==> src/rtl/lmk_cfg.svh <==
`ifndef LMK_CFG_SVH
`define LMK_CFG_SVH

// ********************************************************************
// Clock rates and scan timing
// ********************************************************************
`define LMK_PCLK_KHZ 25000
`define LMK_OSC_KHZ 500
`define LMK_OSC_TICK_CYCLES (`LMK_PCLK_KHZ / `LMK_OSC_KHZ)
`define LMK_TICK_LAST 6'((`LMK_OSC_TICK_CYCLES) - 1)
`define LMK_STEP_LAST 4'hF
`define LMK_KEY_SOURCES 10
`define LMK_MIN_DIGITS 5'h04

// ********************************************************************
// Storage sizes
// ********************************************************************
`define LMK_MEM_BYTES 14
`define LMK_KEY_BITS 40
`define LMK_KEY_BITS_W 6'h28
`define LMK_ADDR_LAST 4'hD
`define LMK_ADDR_TOP 4'hF

// ********************************************************************
// Command classes and fields
// ********************************************************************
`define LMK_CMD_MODE 2'h0
`define LMK_CMD_DATA 2'h1
`define LMK_CMD_CTRL 2'h2
`define LMK_CMD_ADDR 2'h3
`define LMK_DS_WRITE 2'h0
`define LMK_DS_READ 2'h2
`define LMK_DS_FIXED_BIT 2
`define LMK_DS_TEST_BIT 3
`define LMK_DC_ON_BIT 3
`define LMK_KEY_ODD_BASE 0
`define LMK_KEY_EVEN_BASE 3

// ********************************************************************
// Power-on values
// ********************************************************************
`define LMK_MODE_RESET 2'h3
`define LMK_DIM_RESET 3'h0
`define LMK_DSET_RESET 4'h0
`define LMK_ADDR_RESET 4'h0
`define LMK_SCAN_EN_RESET 1'h1
`define LMK_SHARED_RESET 3'h7
`define LMK_DIG_N_RESET 4'hF

// ********************************************************************
// Bus register map and status fields
// ********************************************************************
`define LMK_REG_CTRL 8'h00
`define LMK_REG_STATUS 8'h04
`define LMK_REG_KEYS0 8'h08
`define LMK_REG_KEYS1 8'h0C
`define LMK_CTRL_SCAN_BIT 0
`define LMK_ST_MODE_POS 0
`define LMK_ST_ON_POS 2
`define LMK_ST_DIM_POS 3
`define LMK_ST_DSET_POS 6
`define LMK_ST_ADDR_POS 10
`define LMK_ST_READ_POS 14

`endif

==> src/rtl/lmk_pkg.sv <==
`default_nettype none
`include "lmk_cfg.svh"

package lmk_pkg;

  typedef enum logic [1:0] {
    LNK_CMD,
    LNK_WRITE,
    LNK_READ
  } lmk_link_state_type;

  typedef struct packed {
    logic [9:0] seg_src;
    logic [2:0] shared;
    logic [3:0] dig_n;
  } lmk_drive_type;

  typedef struct packed {
    logic sclk_s1;
    logic sclk_s2;
    logic sclk_d;
    logic stb_s1;
    logic stb_s2;
    logic din_s1;
    logic din_s2;
    logic [1:0] key_s1;
    logic [1:0] key_s2;
    lmk_link_state_type lnk;
    logic [2:0] bitcnt;
    logic [7:0] shreg;
    logic [5:0] rd_ptr;
    logic dio_oe;
    logic [1:0] mode;
    logic disp_on;
    logic [2:0] dim;
    logic [3:0] dset;
    logic [3:0] addr;
    logic [`LMK_MEM_BYTES-1:0][7:0] mem;
    logic [`LMK_KEY_BITS-1:0] keys;
    logic [`LMK_KEY_BITS-1:0] key_tmp;
    logic [5:0] tick;
    logic [3:0] step;
    logic [4:0] phase;
    lmk_drive_type drv;
    logic scan_en;
    logic pready;
    logic pslverr;
    logic [31:0] prdata;
  } lmk_state_type;

endpackage

`default_nettype wire

==> src/rtl/lmk_top.sv <==
// The implementer's own choices: the register offsets and the APB slave port.
`timescale 1ns/100ps
`include "lmk_cfg.svh"
`default_nettype none

module lmk_top (
  input wire logic pclk,
  input wire logic presetn,
  input wire logic psel,
  input wire logic penable,
  input wire logic pwrite,
  input wire logic [7:0] paddr,
  input wire logic [31:0] pwdata,
  output logic [31:0] prdata,
  output logic pready,
  output logic pslverr,
  input wire logic shift_clock,
  input wire logic frame_select_strobe,
  input wire logic serial_data_line_in,
  output logic serial_data_line_out,
  output logic serial_data_line_oe,
  input wire logic [1:0] key_return_inputs,
  output logic [9:0] segment_key_source_outputs,
  output logic [2:0] shared_segment_digit_outputs,
  output logic [3:0] digit_select_outputs_n
);
  import lmk_pkg::*;

  lmk_state_type st_ff;
  lmk_state_type nxt_st;

  // ******************************************************************
  // Decoding helpers
  // ******************************************************************
  function automatic logic [4:0] dim_width(input logic [2:0] code);
    logic [4:0] w;
    w = 5'h01;
    unique case (code)
      3'h0: w = 5'h01;
      3'h1: w = 5'h02;
      3'h2: w = 5'h04;
      3'h3: w = 5'h0A;
      3'h4: w = 5'h0B;
      3'h5: w = 5'h0C;
      3'h6: w = 5'h0D;
      3'h7: w = 5'h0E;
    endcase
    return w;
  endfunction

  // Segments 1..10 then 12,13,14 (segment 11 does not exist)
  function automatic logic [12:0] seg_map(input logic [7:0] lo,
                                          input logic [7:0] hi);
    return {hi[5], hi[4], hi[3], hi[1], hi[0], lo};
  endfunction

  function automatic logic [5:0] key_pos(input logic [3:0] src,
                                         input logic ret);
    logic [5:0] base;
    base = src[0] ? 6'(`LMK_KEY_EVEN_BASE) : 6'(`LMK_KEY_ODD_BASE);
    return 6'({src[3:1], 3'h0}) + base + 6'(ret);
  endfunction

  // Shared pin p serves as grid 7-p, i.e. digit index 6-p
  function automatic logic [4:0] shared_digit(input int p);
    return 5'(6 - p);
  endfunction

  // Each digit owns an even/odd byte pair of display memory
  function automatic logic [3:0] mem_index(input logic [4:0] phase,
                                           input logic odd);
    return {phase[2:0], odd};
  endfunction

  function automatic logic [4:0] digit_count(input logic [1:0] mode);
    return `LMK_MIN_DIGITS + 5'(mode);
  endfunction

  // Lit while the slot's step is below the selected width
  function automatic logic pwm_lit(input logic [3:0] step,
                                   input logic [2:0] code);
    return {1'b0, step} < dim_width(code);
  endfunction

  // Past the last key byte the line is left released, reading as ones
  function automatic logic key_out_bit(input logic [39:0] keys,
                                       input logic [5:0] ptr);
    logic b;
    b = 1'b1;
    if (ptr < `LMK_KEY_BITS_W) begin
      b = keys[ptr];
    end
    return b;
  endfunction

  function automatic logic reg_mapped(input logic [7:0] a);
    return (a == `LMK_REG_CTRL) || (a == `LMK_REG_STATUS) ||
           (a == `LMK_REG_KEYS0) || (a == `LMK_REG_KEYS1);
  endfunction

  function automatic logic [31:0] reg_read(input lmk_state_type s,
                                           input logic [7:0] a);
    logic [31:0] d;
    d = 32'h0;
    if (a == `LMK_REG_CTRL) begin
      d[`LMK_CTRL_SCAN_BIT] = s.scan_en;
    end else if (a == `LMK_REG_STATUS) begin
      d = (32'(s.mode) << `LMK_ST_MODE_POS) |
          (32'(s.disp_on) << `LMK_ST_ON_POS) |
          (32'(s.dim) << `LMK_ST_DIM_POS) |
          (32'(s.dset) << `LMK_ST_DSET_POS) |
          (32'(s.addr) << `LMK_ST_ADDR_POS) |
          (32'(s.lnk == LNK_READ) << `LMK_ST_READ_POS);
    end else if (a == `LMK_REG_KEYS0) begin
      d = s.keys[31:0];
    end else if (a == `LMK_REG_KEYS1) begin
      d = {24'h0, s.keys[39:32]};
    end
    return d;
  endfunction

  // ******************************************************************
  // Next-state logic
  // ******************************************************************
  always_comb begin
    logic rise;
    logic fall;
    logic [7:0] byte_in;
    logic [4:0] ndig;
    logic [4:0] last;
    logic [4:0] src;
    logic [39:0] tmp;
    logic [12:0] segs;
    logic [2:0] grid_used;
    logic setup;
    logic access;

    rise = 1'b0;
    fall = 1'b0;
    byte_in = 8'h00;
    ndig = 5'h00;
    last = 5'h00;
    src = 5'h00;
    tmp = 40'h0;
    segs = 13'h0;
    grid_used = 3'h0;
    setup = 1'b0;
    access = 1'b0;

    nxt_st = st_ff;

    // Pin synchronisers
    // Third shift clock stage only feeds the edge detector
    nxt_st.sclk_s1 = shift_clock;
    nxt_st.sclk_s2 = st_ff.sclk_s1;
    nxt_st.sclk_d = st_ff.sclk_s2;
    nxt_st.stb_s1 = frame_select_strobe;
    nxt_st.stb_s2 = st_ff.stb_s1;
    nxt_st.din_s1 = serial_data_line_in;
    nxt_st.din_s2 = st_ff.din_s1;
    nxt_st.key_s1 = key_return_inputs;
    nxt_st.key_s2 = st_ff.key_s1;

    // ****************************************************************
    // Serial link
    // ****************************************************************
    rise = st_ff.sclk_s2 & ~st_ff.sclk_d;
    fall = ~st_ff.sclk_s2 & st_ff.sclk_d;
    byte_in = {st_ff.din_s2, st_ff.shreg[7:1]};

    if (st_ff.stb_s2) begin
      // Idle frame: clock edges have no effect, partial byte is lost
      nxt_st.lnk = LNK_CMD;
      nxt_st.bitcnt = 3'h0;
      nxt_st.shreg = 8'h00;
      nxt_st.rd_ptr = 6'h00;
      nxt_st.dio_oe = 1'b0;
    end else begin
      if (rise) begin
        nxt_st.shreg = byte_in;
        nxt_st.bitcnt = st_ff.bitcnt + 3'h1;
        if (st_ff.lnk == LNK_READ) begin
          // Bit just taken by the host; continue across bytes
          if (st_ff.rd_ptr != 6'h3F) begin
            nxt_st.rd_ptr = st_ff.rd_ptr + 6'h01;
          end
        end else if (st_ff.bitcnt == 3'h7) begin
          if (st_ff.lnk == LNK_CMD) begin
            nxt_st.lnk = LNK_WRITE;
            unique case (byte_in[7:6])
              `LMK_CMD_MODE: begin
                // Same mode: blanking and state untouched
                if (byte_in[1:0] != st_ff.mode) begin
                  nxt_st.mode = byte_in[1:0];
                  nxt_st.disp_on = 1'b0;
                end
              end
              `LMK_CMD_DATA: begin
                nxt_st.dset = byte_in[3:0];
                if (byte_in[1:0] == `LMK_DS_READ) begin
                  nxt_st.lnk = LNK_READ;
                  nxt_st.rd_ptr = 6'h00;
                end
              end
              `LMK_CMD_CTRL: begin
                nxt_st.dim = byte_in[2:0];
                nxt_st.disp_on = byte_in[`LMK_DC_ON_BIT];
              end
              `LMK_CMD_ADDR: begin
                nxt_st.addr = byte_in[3:0];
              end
            endcase
          end else if (st_ff.dset[1:0] == `LMK_DS_WRITE &&
                       st_ff.addr <= `LMK_ADDR_LAST) begin
            nxt_st.mem[st_ff.addr] = byte_in;
            // Saturates so the pointer never wraps back into valid space
            if (!st_ff.dset[`LMK_DS_FIXED_BIT] &&
                st_ff.addr != `LMK_ADDR_TOP) begin
              nxt_st.addr = st_ff.addr + 4'h1;
            end
          end
        end
      end
      if (fall && st_ff.lnk == LNK_READ) begin
        // Open drain: pull low for a zero, release for a one
        nxt_st.dio_oe = ~key_out_bit(st_ff.keys,
                                     st_ff.rd_ptr);
      end
    end

    // ****************************************************************
    // Display and key scan
    // ****************************************************************
    ndig = digit_count(st_ff.mode);
    last = ndig + 5'(`LMK_KEY_SOURCES - 1);
    src = st_ff.phase - ndig;
    tmp = st_ff.key_tmp;

    if (st_ff.scan_en) begin
      // Scan timebase runs from the system clock, not the host's
      if (st_ff.tick >= `LMK_TICK_LAST) begin
        nxt_st.tick = 6'h00;
        nxt_st.step = st_ff.step + 4'h1;
        if (st_ff.step == `LMK_STEP_LAST) begin
          if (st_ff.phase >= ndig) begin
            tmp[key_pos(src[3:0], 1'b0)] = st_ff.key_s2[0];
            tmp[key_pos(src[3:0], 1'b1)] = st_ff.key_s2[1];
            nxt_st.key_tmp = tmp;
          end
          // Mode may shrink mid-cycle, so wrap on reaching or passing
          if (st_ff.phase >= last) begin
            nxt_st.phase = 5'h00;
            // Whole-cycle snapshot; a read in flight may straddle two
            nxt_st.keys = tmp;
          end else begin
            nxt_st.phase = st_ff.phase + 5'h01;
          end
        end
      end else begin
        nxt_st.tick = st_ff.tick + 6'h01;
      end
    end

    // Shared pins: index 0..2 serve as grid 7..5 when the mode uses it
    for (int p = 0; p < 3; p++) begin
      grid_used[p] = (shared_digit(p) < ndig);
    end
    nxt_st.drv.seg_src = 10'h000;
    nxt_st.drv.dig_n = 4'hF;
    nxt_st.drv.shared = grid_used;
    if (st_ff.scan_en) begin
      if (st_ff.phase < ndig) begin
        if (st_ff.disp_on && pwm_lit(st_ff.step, st_ff.dim)) begin
          if (st_ff.dset[`LMK_DS_TEST_BIT]) begin
            segs = 13'h1FFF;
          end else begin
            segs = seg_map(st_ff.mem[mem_index(st_ff.phase, 1'b0)],
                           st_ff.mem[mem_index(st_ff.phase, 1'b1)]);
          end
          nxt_st.drv.seg_src = segs[9:0];
          for (int p = 0; p < 3; p++) begin
            nxt_st.drv.shared[p] = grid_used[p] ?
                                   (st_ff.phase != shared_digit(p)) :
                                   segs[10 + p];
          end
          for (int i = 0; i < 4; i++) begin
            nxt_st.drv.dig_n[i] = (st_ff.phase != 5'(i));
          end
        end
      end else begin
        // Key slot: one source high, grids idle, display state ignored
        nxt_st.drv.seg_src = 10'(10'h001 << src[3:0]);
      end
    end

    // ****************************************************************
    // APB slave: one wait-free access cycle, data staged at setup
    // ****************************************************************
    setup = psel & ~penable;
    access = psel & penable & st_ff.pready;
    nxt_st.pready = setup;
    // Unmapped offsets answer with an error and change nothing
    nxt_st.pslverr = setup & ~reg_mapped(paddr);
    // Staged at setup so the data stands through the access cycle
    if (setup) begin
      nxt_st.prdata = pwrite ? 32'h0 : reg_read(st_ff, paddr);
    end
    if (access && pwrite && paddr == `LMK_REG_CTRL) begin
      nxt_st.scan_en = pwdata[`LMK_CTRL_SCAN_BIT];
    end
  end

  // ******************************************************************
  // State register
  // ******************************************************************
  always_ff @(posedge pclk or negedge presetn) begin
    if (!presetn) begin
      st_ff <= '0;
      // Strobe stages start idle-high so no false frame follows reset
      st_ff.stb_s1 <= 1'b1;
      st_ff.stb_s2 <= 1'b1;
      st_ff.lnk <= LNK_CMD;
      st_ff.mode <= `LMK_MODE_RESET;
      st_ff.disp_on <= 1'b0;
      st_ff.dim <= `LMK_DIM_RESET;
      st_ff.dset <= `LMK_DSET_RESET;
      st_ff.addr <= `LMK_ADDR_RESET;
      st_ff.scan_en <= `LMK_SCAN_EN_RESET;
      st_ff.drv.shared <= `LMK_SHARED_RESET;
      st_ff.drv.dig_n <= `LMK_DIG_N_RESET;
    end else begin
      st_ff <= nxt_st;
    end
  end

  // ******************************************************************
  // Outputs
  // ******************************************************************
  assign prdata = st_ff.prdata;
  assign pready = st_ff.pready;
  assign pslverr = st_ff.pslverr;
  assign serial_data_line_out = 1'b0;
  assign serial_data_line_oe = st_ff.dio_oe;
  assign segment_key_source_outputs = st_ff.drv.seg_src;
  assign shared_segment_digit_outputs = st_ff.drv.shared;
  assign digit_select_outputs_n = st_ff.drv.dig_n;

endmodule

`default_nettype wire

==> config.mk <==
export PLATFORM = sky130hd
export DESIGN_NAME = lmk_top
export DESIGN_NICKNAME = d
export VERILOG_FILES = /design/src/rtl/lmk_pkg.sv /design/src/rtl/lmk_top.sv
export VERILOG_INCLUDE_DIRS = /design/src /design/src/rtl
export SDC_FILE = /design/constraint.sdc
export NUM_CORES = 1
export LEC_CHECK = 0
export BUFFER_PORTS_ARGS = -buffer_cell sky130_fd_sc_hd__buf_2
export CAP_MARGIN = 20
export CORE_UTILIZATION = 50
export CTS_CLUSTER_DIAMETER = 200
export DETAILED_ROUTE_END_ITERATION = 10
export PLACE_DENSITY = 0.72
export SKIP_LAST_GASP = 1
export SYNTH_ARGS = -nofsm -noshare
export SYNTH_HDL_FRONTEND = slang
export SYNTH_SLANG_ARGS = --single-unit
==> constraint.sdc <==
create_clock -name pclk -period 4.4 [get_ports pclk]
set_clock_uncertainty 0.1 [all_clocks]
set_input_delay 0.88 -clock pclk [delete_from_list [all_inputs] [get_ports pclk]]
set_output_delay 0.88 -clock pclk [all_outputs]
set_load 0.005 [all_outputs]
==> results of run 1 <==
registers in the layout (all words and copies together), names as in the netlist, 3 cells and up:
register                      cells
segment_key_source_outputs       10
digit_select_outputs_n            4
st_ff                           184
nxt_st                            6
prdata                           24
shared_segment_digit_outputs      3
where the power goes:
group / switching, mW / internal (mW)
sequential: 0.0616 / 2.20
clock: 0.826 / 1.23
combinational: 0.142 / 0.0898
cell usage in the layout (no fill, tap or decap), drive strengths merged, types with 12 or more instances in the layout:
master and instances:
mux2 132, nor2 44, ha 30, nor2b 12, inv 28, buf 81
o21ai 32, o22ai 12, mux4 17, dfrtp 222, nand2b 12, nand3 20
a22o 20, dfstp 12, nand2 89, nor3 17, a211oi 13, a21oi 69
mux2i 23, clkbuf 46
routing by layer:
layer	routed length, um	global-route usage [%]	up-vias
met1	11800	31.0	4005
met2	12400	35.8	217
met5	0	0	-
li1	-	-	3664
met4	697	7.19	0
met3	1340	3.43	48
cell families after synthesis:
kind of cell	after synthesis	share of synthesized area (%)
compound gates	201	11.2
xor+xnor	7	0.520
fa+ha+maj	31	3.36
buf+inv	142	6.61
flops	234	49.8
mux	172	17.8
other cells	1	0.0318
simple gates	242	10.6
through the flow:
stage	utilization [%]	cell area [um^2]	cells	hold slack [ns]	worst slack, ns
floorplan	-	11800	1030	0.231	0.696
finish	55.9	12800	1358	0.242	1.07
global route	55.9	12800	1358	0.253	0.927
detailed placement	52.3	12000	1310	0.235	1.11
CTS	55.9	12800	1358	0.248	1.09
global placement	52.3	12000	1310	0.231	1.19
cell usage after synthesis (all sizes together) (5+ instances only):
cell    count
o21ai      32
mux2i      23
a41o        6
nor3       17
dfstp      12
a31oi      10
nand2      89
or2         6
a211oi     13
mux2      132
dfrtp     222
nor2b      12
ha         30
o31ai       5
nand3      20
a22o       20
and2        5
mux4       17
nand2b     12
nand3b      5
buf        65
o22ai      12
clkbuf     48
inv        28
nor2       44
a21o        5
nand4       9
a21oi      69
layout make-up:
| type | instances | area, um^2 | share of cell area, % |
|---|---|---|---|
| tap | 313 | 392 | 3.07 |
| timing repair buffer | 81 | 455 | 3.57 |
| inverter | 28 | 105 | 0.823 |
| clock buffer | 46 | 807 | 6.32 |
| multi-input combinational | 654 | 5130 | 40.2 |
| clock inverter | 2 | 12.5 | 0.0980 |
| sequential | 234 | 5870 | 46.0 |
path summary, 6_finish.rpt:
kind                              from          to  cells past startpoint
hold / removal             nxt_st[293]  st_ff[293]                      0
min in group asynchronous      presetn   st_ff[63]                      1
hold reg to reg            nxt_st[293]  st_ff[293]                      0
setup reg to reg            st_ff[271]  st_ff[100]                      8
max in group asynchronous      presetn  prdata[27]                      2
setup / recovery            st_ff[271]  st_ff[100]                      8
==> impl_metrics.toml, run 1 <==
[worst_setup_path]
cp_slowest_stage_delay_ns = 0.61
path_max_fanout = 7
cp_num_buf_inv = 1
crit_type = "reg2reg"
regToRegSetupSlack_ns = 1.07
crit_path_end_kind = "register"
cpLargestDelayFamily = "adder cells"
crit_path_start_kind = "register"
crit_arrival_ns = 3.63
crit_chain = "ha_1 > inv_1 > fa_1 > or2_2 > a21o_1 > a311oi_1 > and2_1 > mux2_2"
worstPathRequired_ns = 4.71
cpMaxStageDelayCell = "dfstp_2"

[clock_tree]
hold_buffers = 0
cts_sinks = 234
clk_pin_slew_ns = 0.06
clk_path_buf_depth = 3
cts_inserted_buffers = 26
cts-resized-gates = 0
insertion_delay_ns = 0.52
postCtsSetupRepairBufs = 0
cts_tree = "yes"
root_buffer = "clkbuf_16"
h-tree-depth = 1

[detailed_routing]
first_pass_iters = 6
wl_per_cell_um = 19.2
via_count = 7934
drt_iter0_drc = 595
drc = 0
routed_wirelength_um = 26100
viasPerCell = 5.84
ant_nets = 0

[layout]
drive_above_1_share_pct = 29.9
fin_nets = 1106
n_antenna_cell = 0
n_fill_cell = 1962
area_growth_pct = 8.43

[grt]
grt_pass1_wl_um = 42100
antenna_found_initial = 0
grt_util_all_layers_pct = 22.3
grt_pass1_vias = 7862
grt_max_degree = 112
grt-ovfl-total = 0

[sta]
finalCritPeriodShare_pct = 75.6
rsz0062_at_grt = "no"
relSlewSlack_pct = 31.1
timing.fmax_mhz = 301
maxSlewViolCount = 0
min_period_ns = 3.33
fin_setup_tns_ns = 0
hold_viol_final = 0
report.final.setup_viol = 0
worst_slew_pin_slew_ns = 1.03

[logic_synthesis]
synth_top_cells_by_area = "dfrtp_1, mux2_2, buf_4"
synthArstFlopShare_pct = 100
yosys_warnings = 0
synth-main-ff-cell = "dfrtp_1"
syn_inst = 1030
avgSynthCellArea_um2 = 11.4
synth_fp_nets = 1111
ys_ff_latch = 234
yosysSeqAreaShare_pct = 49.8
ys_types = 73
synth_edf_count = 0
netlist_area_um2 = 11800
synth_top_area_cell = "dfrtp_1"
netlist.area_leader.share_pct = 47.2

[die]
die_h_um = 155
die_w_um = 155
start_util_pct = 51.6
rows = 55
die-area_um2 = 24200
ios = 103
core-area_um2 = 22800

[run]
cap_viol_max_count = 0

[outcome]
status = "finished clean"

[placement]
place.gp.congestion = 0.879
io_buffers = 70
dpl.hpwl_um = 17700

[min_path]
hold_class = "reg2reg"

[power_and_ir_drop]
p_leak_nw = 5.98
p_per_area_nw_per_um2 = 356
irDropWorstVdd_v = 0.000266
finalPower_mw = 4.55
(Power assumes the default switching activity.)
==> run 2: changes to the inputs <==
--- a/config.mk
+++ b/config.mk
@@ -6,12 +6,13 @@
 export SDC_FILE = /design/constraint.sdc
 export NUM_CORES = 1
 export LEC_CHECK = 0
+export ABC_AREA = 1
 export BUFFER_PORTS_ARGS = -buffer_cell sky130_fd_sc_hd__buf_2
 export CAP_MARGIN = 20
 export CORE_UTILIZATION = 50
 export CTS_CLUSTER_DIAMETER = 200
 export DETAILED_ROUTE_END_ITERATION = 10
-export PLACE_DENSITY = 0.72
+export PLACE_DENSITY = 0.74
 export SKIP_LAST_GASP = 1
 export SYNTH_ARGS = -nofsm -noshare
 export SYNTH_HDL_FRONTEND = slang
==> constraint.sdc (replaced) <==
create_clock -name pclk -period 2.7 [get_ports pclk]
set_clock_uncertainty 0.1 [all_clocks]
set_input_delay 0.54 -clock pclk [delete_from_list [all_inputs] [get_ports pclk]]
set_output_delay 0.54 -clock pclk [all_outputs]
set_load 0.005 [all_outputs]
==> run 2 against run 1 <==
  * Total power rose by 66%
  * Setup slack got worse by 0.86 ns
  * Critical path depth is 5 higher
  * Utilization is 0.13 points higher
  * Highest routed layer unchanged
  * First-iteration DRC count up 57%
  * Hold slack got worse by 0.23 ns
==> impl_metrics.toml, run 2 <==
[outcome]
status = "finished clean"

[detailed_routing]
viasPerCell = 5.31
first_pass_iters = 6
drt_iter0_drc = 937
drc = 0
ant_nets = 0
wl_per_cell_um = 15.9
routed_wirelength_um = 28600
via_count = 9583

[clock_tree]
clk_pin_slew_ns = 0.06
cts_inserted_buffers = 26
root_buffer = "clkbuf_16"
cts_tree = "yes"
insertion_delay_ns = 0.53
cts_sinks = 234
h-tree-depth = 1
postCtsSetupRepairBufs = 0
clk_path_buf_depth = 3

[placement]
place.gp.congestion = 0.912
place_area_um2 = 12200
io_buffers = 70
dpl.hpwl_um = 19700

[worst_setup_path]
crit_chain = "inv_1 > ha_1 > inv_1 > ha_1 > nand2_1 > inv_1 > nand4_1 > inv_1 > nor2_2 > nor2_2 > buf_4 > nand2_1 > nand2_1"
crit_type = "reg2reg"
cpLargestDelayFamily = "simple AND/OR/NAND/NOR gates"
cp_num_buf_inv = 5
r2r.worst_path.cells = 13
worstPathRequired_ns = 3.01
crit_path_start_kind = "register"
cp_slowest_stage_delay_ns = 0.59
critical_path_cell_count = 13
path_max_fanout = 8
cp_common_cell = "inv_1"
cpMaxStageDelayCell = "dfstp_2"
crit_arrival_ns = 2.79
crit_path_end_kind = "register"

[logic_synthesis]
netlist_area_um2 = 11900
synthArstFlopShare_pct = 100
synth_fp_nets = 1527
synth-main-ff-cell = "dfrtp_1"
synthTopCellsByCount = "nand2_1, dfrtp_1, nand3_1"
yosysSeqAreaShare_pct = 49.2
synth_edf_count = 0
yosys_warnings = 0
avgSynthCellArea_um2 = 8.24
syn_inst = 1446
netlist.area_leader.share_pct = 46.6
ys_ff_latch = 234
ys_types = 44
synth_top_cells_by_area = "dfrtp_1, nand2_1, nand3_1"
synth_top_area_cell = "dfrtp_1"
post-synth-top-count-cell = "nand2_1"

[sta]
fin_setup_tns_ns = 0
timing.fmax_mhz = 403
min_period_ns = 2.48
worst_slew_pin_slew_ns = 0.914
report.final.setup_viol = 0
maxSlewViolCount = 0
rsz0062_at_grt = "no"
hold_viol_final = 0
finalCritPeriodShare_pct = 92.0
relSlewSlack_pct = 39.0

[min_path]
min_path_cells = 1
hold_class = "in2reg"

[grt]
grt_pass1_vias = 9010
grt_pass1_wl_um = 46800
grt_max_degree = 73
antenna_found_initial = 0
grt-ovfl-total = 0
grt_util_all_layers_pct = 24.2

[layout]
fin_nets = 1549
largest_reg_flops = 184
area_growth_pct = 10.0
drive_above_1_share_pct = 15.2
multi_input_area_um2 = 4950
mostFrequentLayoutCell = "nand2_1"
finalInstanceArea_um2 = 13100
regMostFlops = "st_ff"
n_fill_cell = 2135
fin_util_pct = 56.0
n_antenna_cell = 0
regArea_um2 = 5870
layout_common_cells = "nand2_1, dfrtp_1, nand3_1"

[power_and_ir_drop]
p_per_area_nw_per_um2 = 577
clock_power_share_pct = 46.2
internal_power_mw = 5.86
power_switching_mw = 1.71
p_leak_nw = 6.48
pwr-share-seq_pct = 48.4
irDropWorstVdd_v = 0.000406
combPwrFrac_pct = 5.4
swShare_pct = 22.5

[die]
ios = 103
die_w_um = 156
start_util_pct = 50.9
core-area_um2 = 23400
die-area_um2 = 24500
die_h_um = 156
rows = 56

[run]
cap_viol_max_count = 0
-- run 2: changes by cell type in the layout (fill, tap and decap cells not counted), moves of 37 or more --
cell | previous run | this run
nand2_1 | 89 | 473
mux2_2 | 132 | 0
nand3_1 | 18 | 120
inv_1 | 28 | 110
o21ai_0 | 32 | 103
a21oi_1 | 69 | 21
o21ai_2 | 0 | 37
-- run 2: path summary, 6_finish.rpt --
path / start / endpoint / slack [ns]
max in group asynchronous: presetn / st_ff[71] / 1.23
setup / recovery: st_ff[272] / st_ff[119] / 0.22
min in group asynchronous: presetn / st_ff[166] / 0.46
setup reg to reg: st_ff[272] / st_ff[119] / 0.22
hold reg to reg: nxt_st[297] / st_ff[297] / 0.25
hold / removal: frame_select_strobe / nxt_st[299] / 0.02
-- run 2: power by group through the flow --
| stage | Sequential (mW) | Combinational, mW | Clock [mW] |
|---|---|---|---|
| finish | 3.66 | 0.408 | 3.50 |
| global placement | 3.72 | 0.392 | 0 |
| global route | 3.67 | 0.481 | 3.70 |
| detailed placement | 3.72 | 0.411 | 0 |
| CTS | 3.66 | 0.415 | 3.57 |
| floorplan | 3.70 | 0.258 | 0 |
-- run 2: final cells by class --
type	instances	area share [%]
sequential	234	44.8
multi-input combinational	992	37.7
clock buffer	40	6.13
timing repair buffer	94	4.43
inverter	120	3.45
tap	319	3.04
clock inverter	6	0.439
-- run 2: cell families after synthesis --
logic type / count (synthesis) / share of synthesized area (%)
and+or+nand+nor: 732 / 26.5
DFF: 234 / 49.2
buffers and inverters: 220 / 9.27
AOI/OAI and AO/OA: 219 / 10.9
adders and majority gates: 31 / 3.32
xor gates and xnor gates: 9 / 0.661
other: 1 / 0.0315
-- run 2: worst reg2reg max path, stage by stage, from the launching register on --
cell     delay [ns]
dfstp_2        0.59
inv_1          0.15
ha_1           0.30
inv_1          0.04
ha_1           0.28
nand2_1        0.07
inv_1          0.04
nand4_1        0.06
inv_1          0.05
nor2_2         0.19
nor2_2         0.10
buf_4          0.17
nand2_1        0.13
nand2_1        0.08
-- run 2: metrics by stage --
| stage | power [mW] | setup slack (ns) | cells | hold WS [ns] |
|---|---|---|---|---|
| global placement | 4.11 | 0.226 | 1758 | 0.236 |
| finish | 7.57 | 0.216 | 1805 | 0.0160 |
| CTS | 7.64 | 0.108 | 1805 | 0.00252 |
| floorplan | 3.96 | 0.0203 | 1446 | 0.144 |
| detailed placement | 4.13 | 0.177 | 1758 | 0.235 |
| global route | 7.85 | 0.0533 | 1805 | 0.00156 |
-- run 2: timing repair --
| action | 4_1_cts | 5_1_grt |
|---|---|---|
| gates resized for setup | 0 | 3 |
| endpoints found under the hold margin | 63 | 0 |
| endpoints found under the setup margin | 0 | 20 |
| hold buffers | 1 | 0 |
-- run 2: routing by layer --
layer / wire [um] / vias up / GRT usage (%)
met3: 2140 / 38 / 3.85
met2: 13500 / 312 / 39.8
met5: 0 / - / 0
li1: - / 4677 / -
met1: 12600 / 4556 / 33.8
met4: 414 / 0 / 5.51
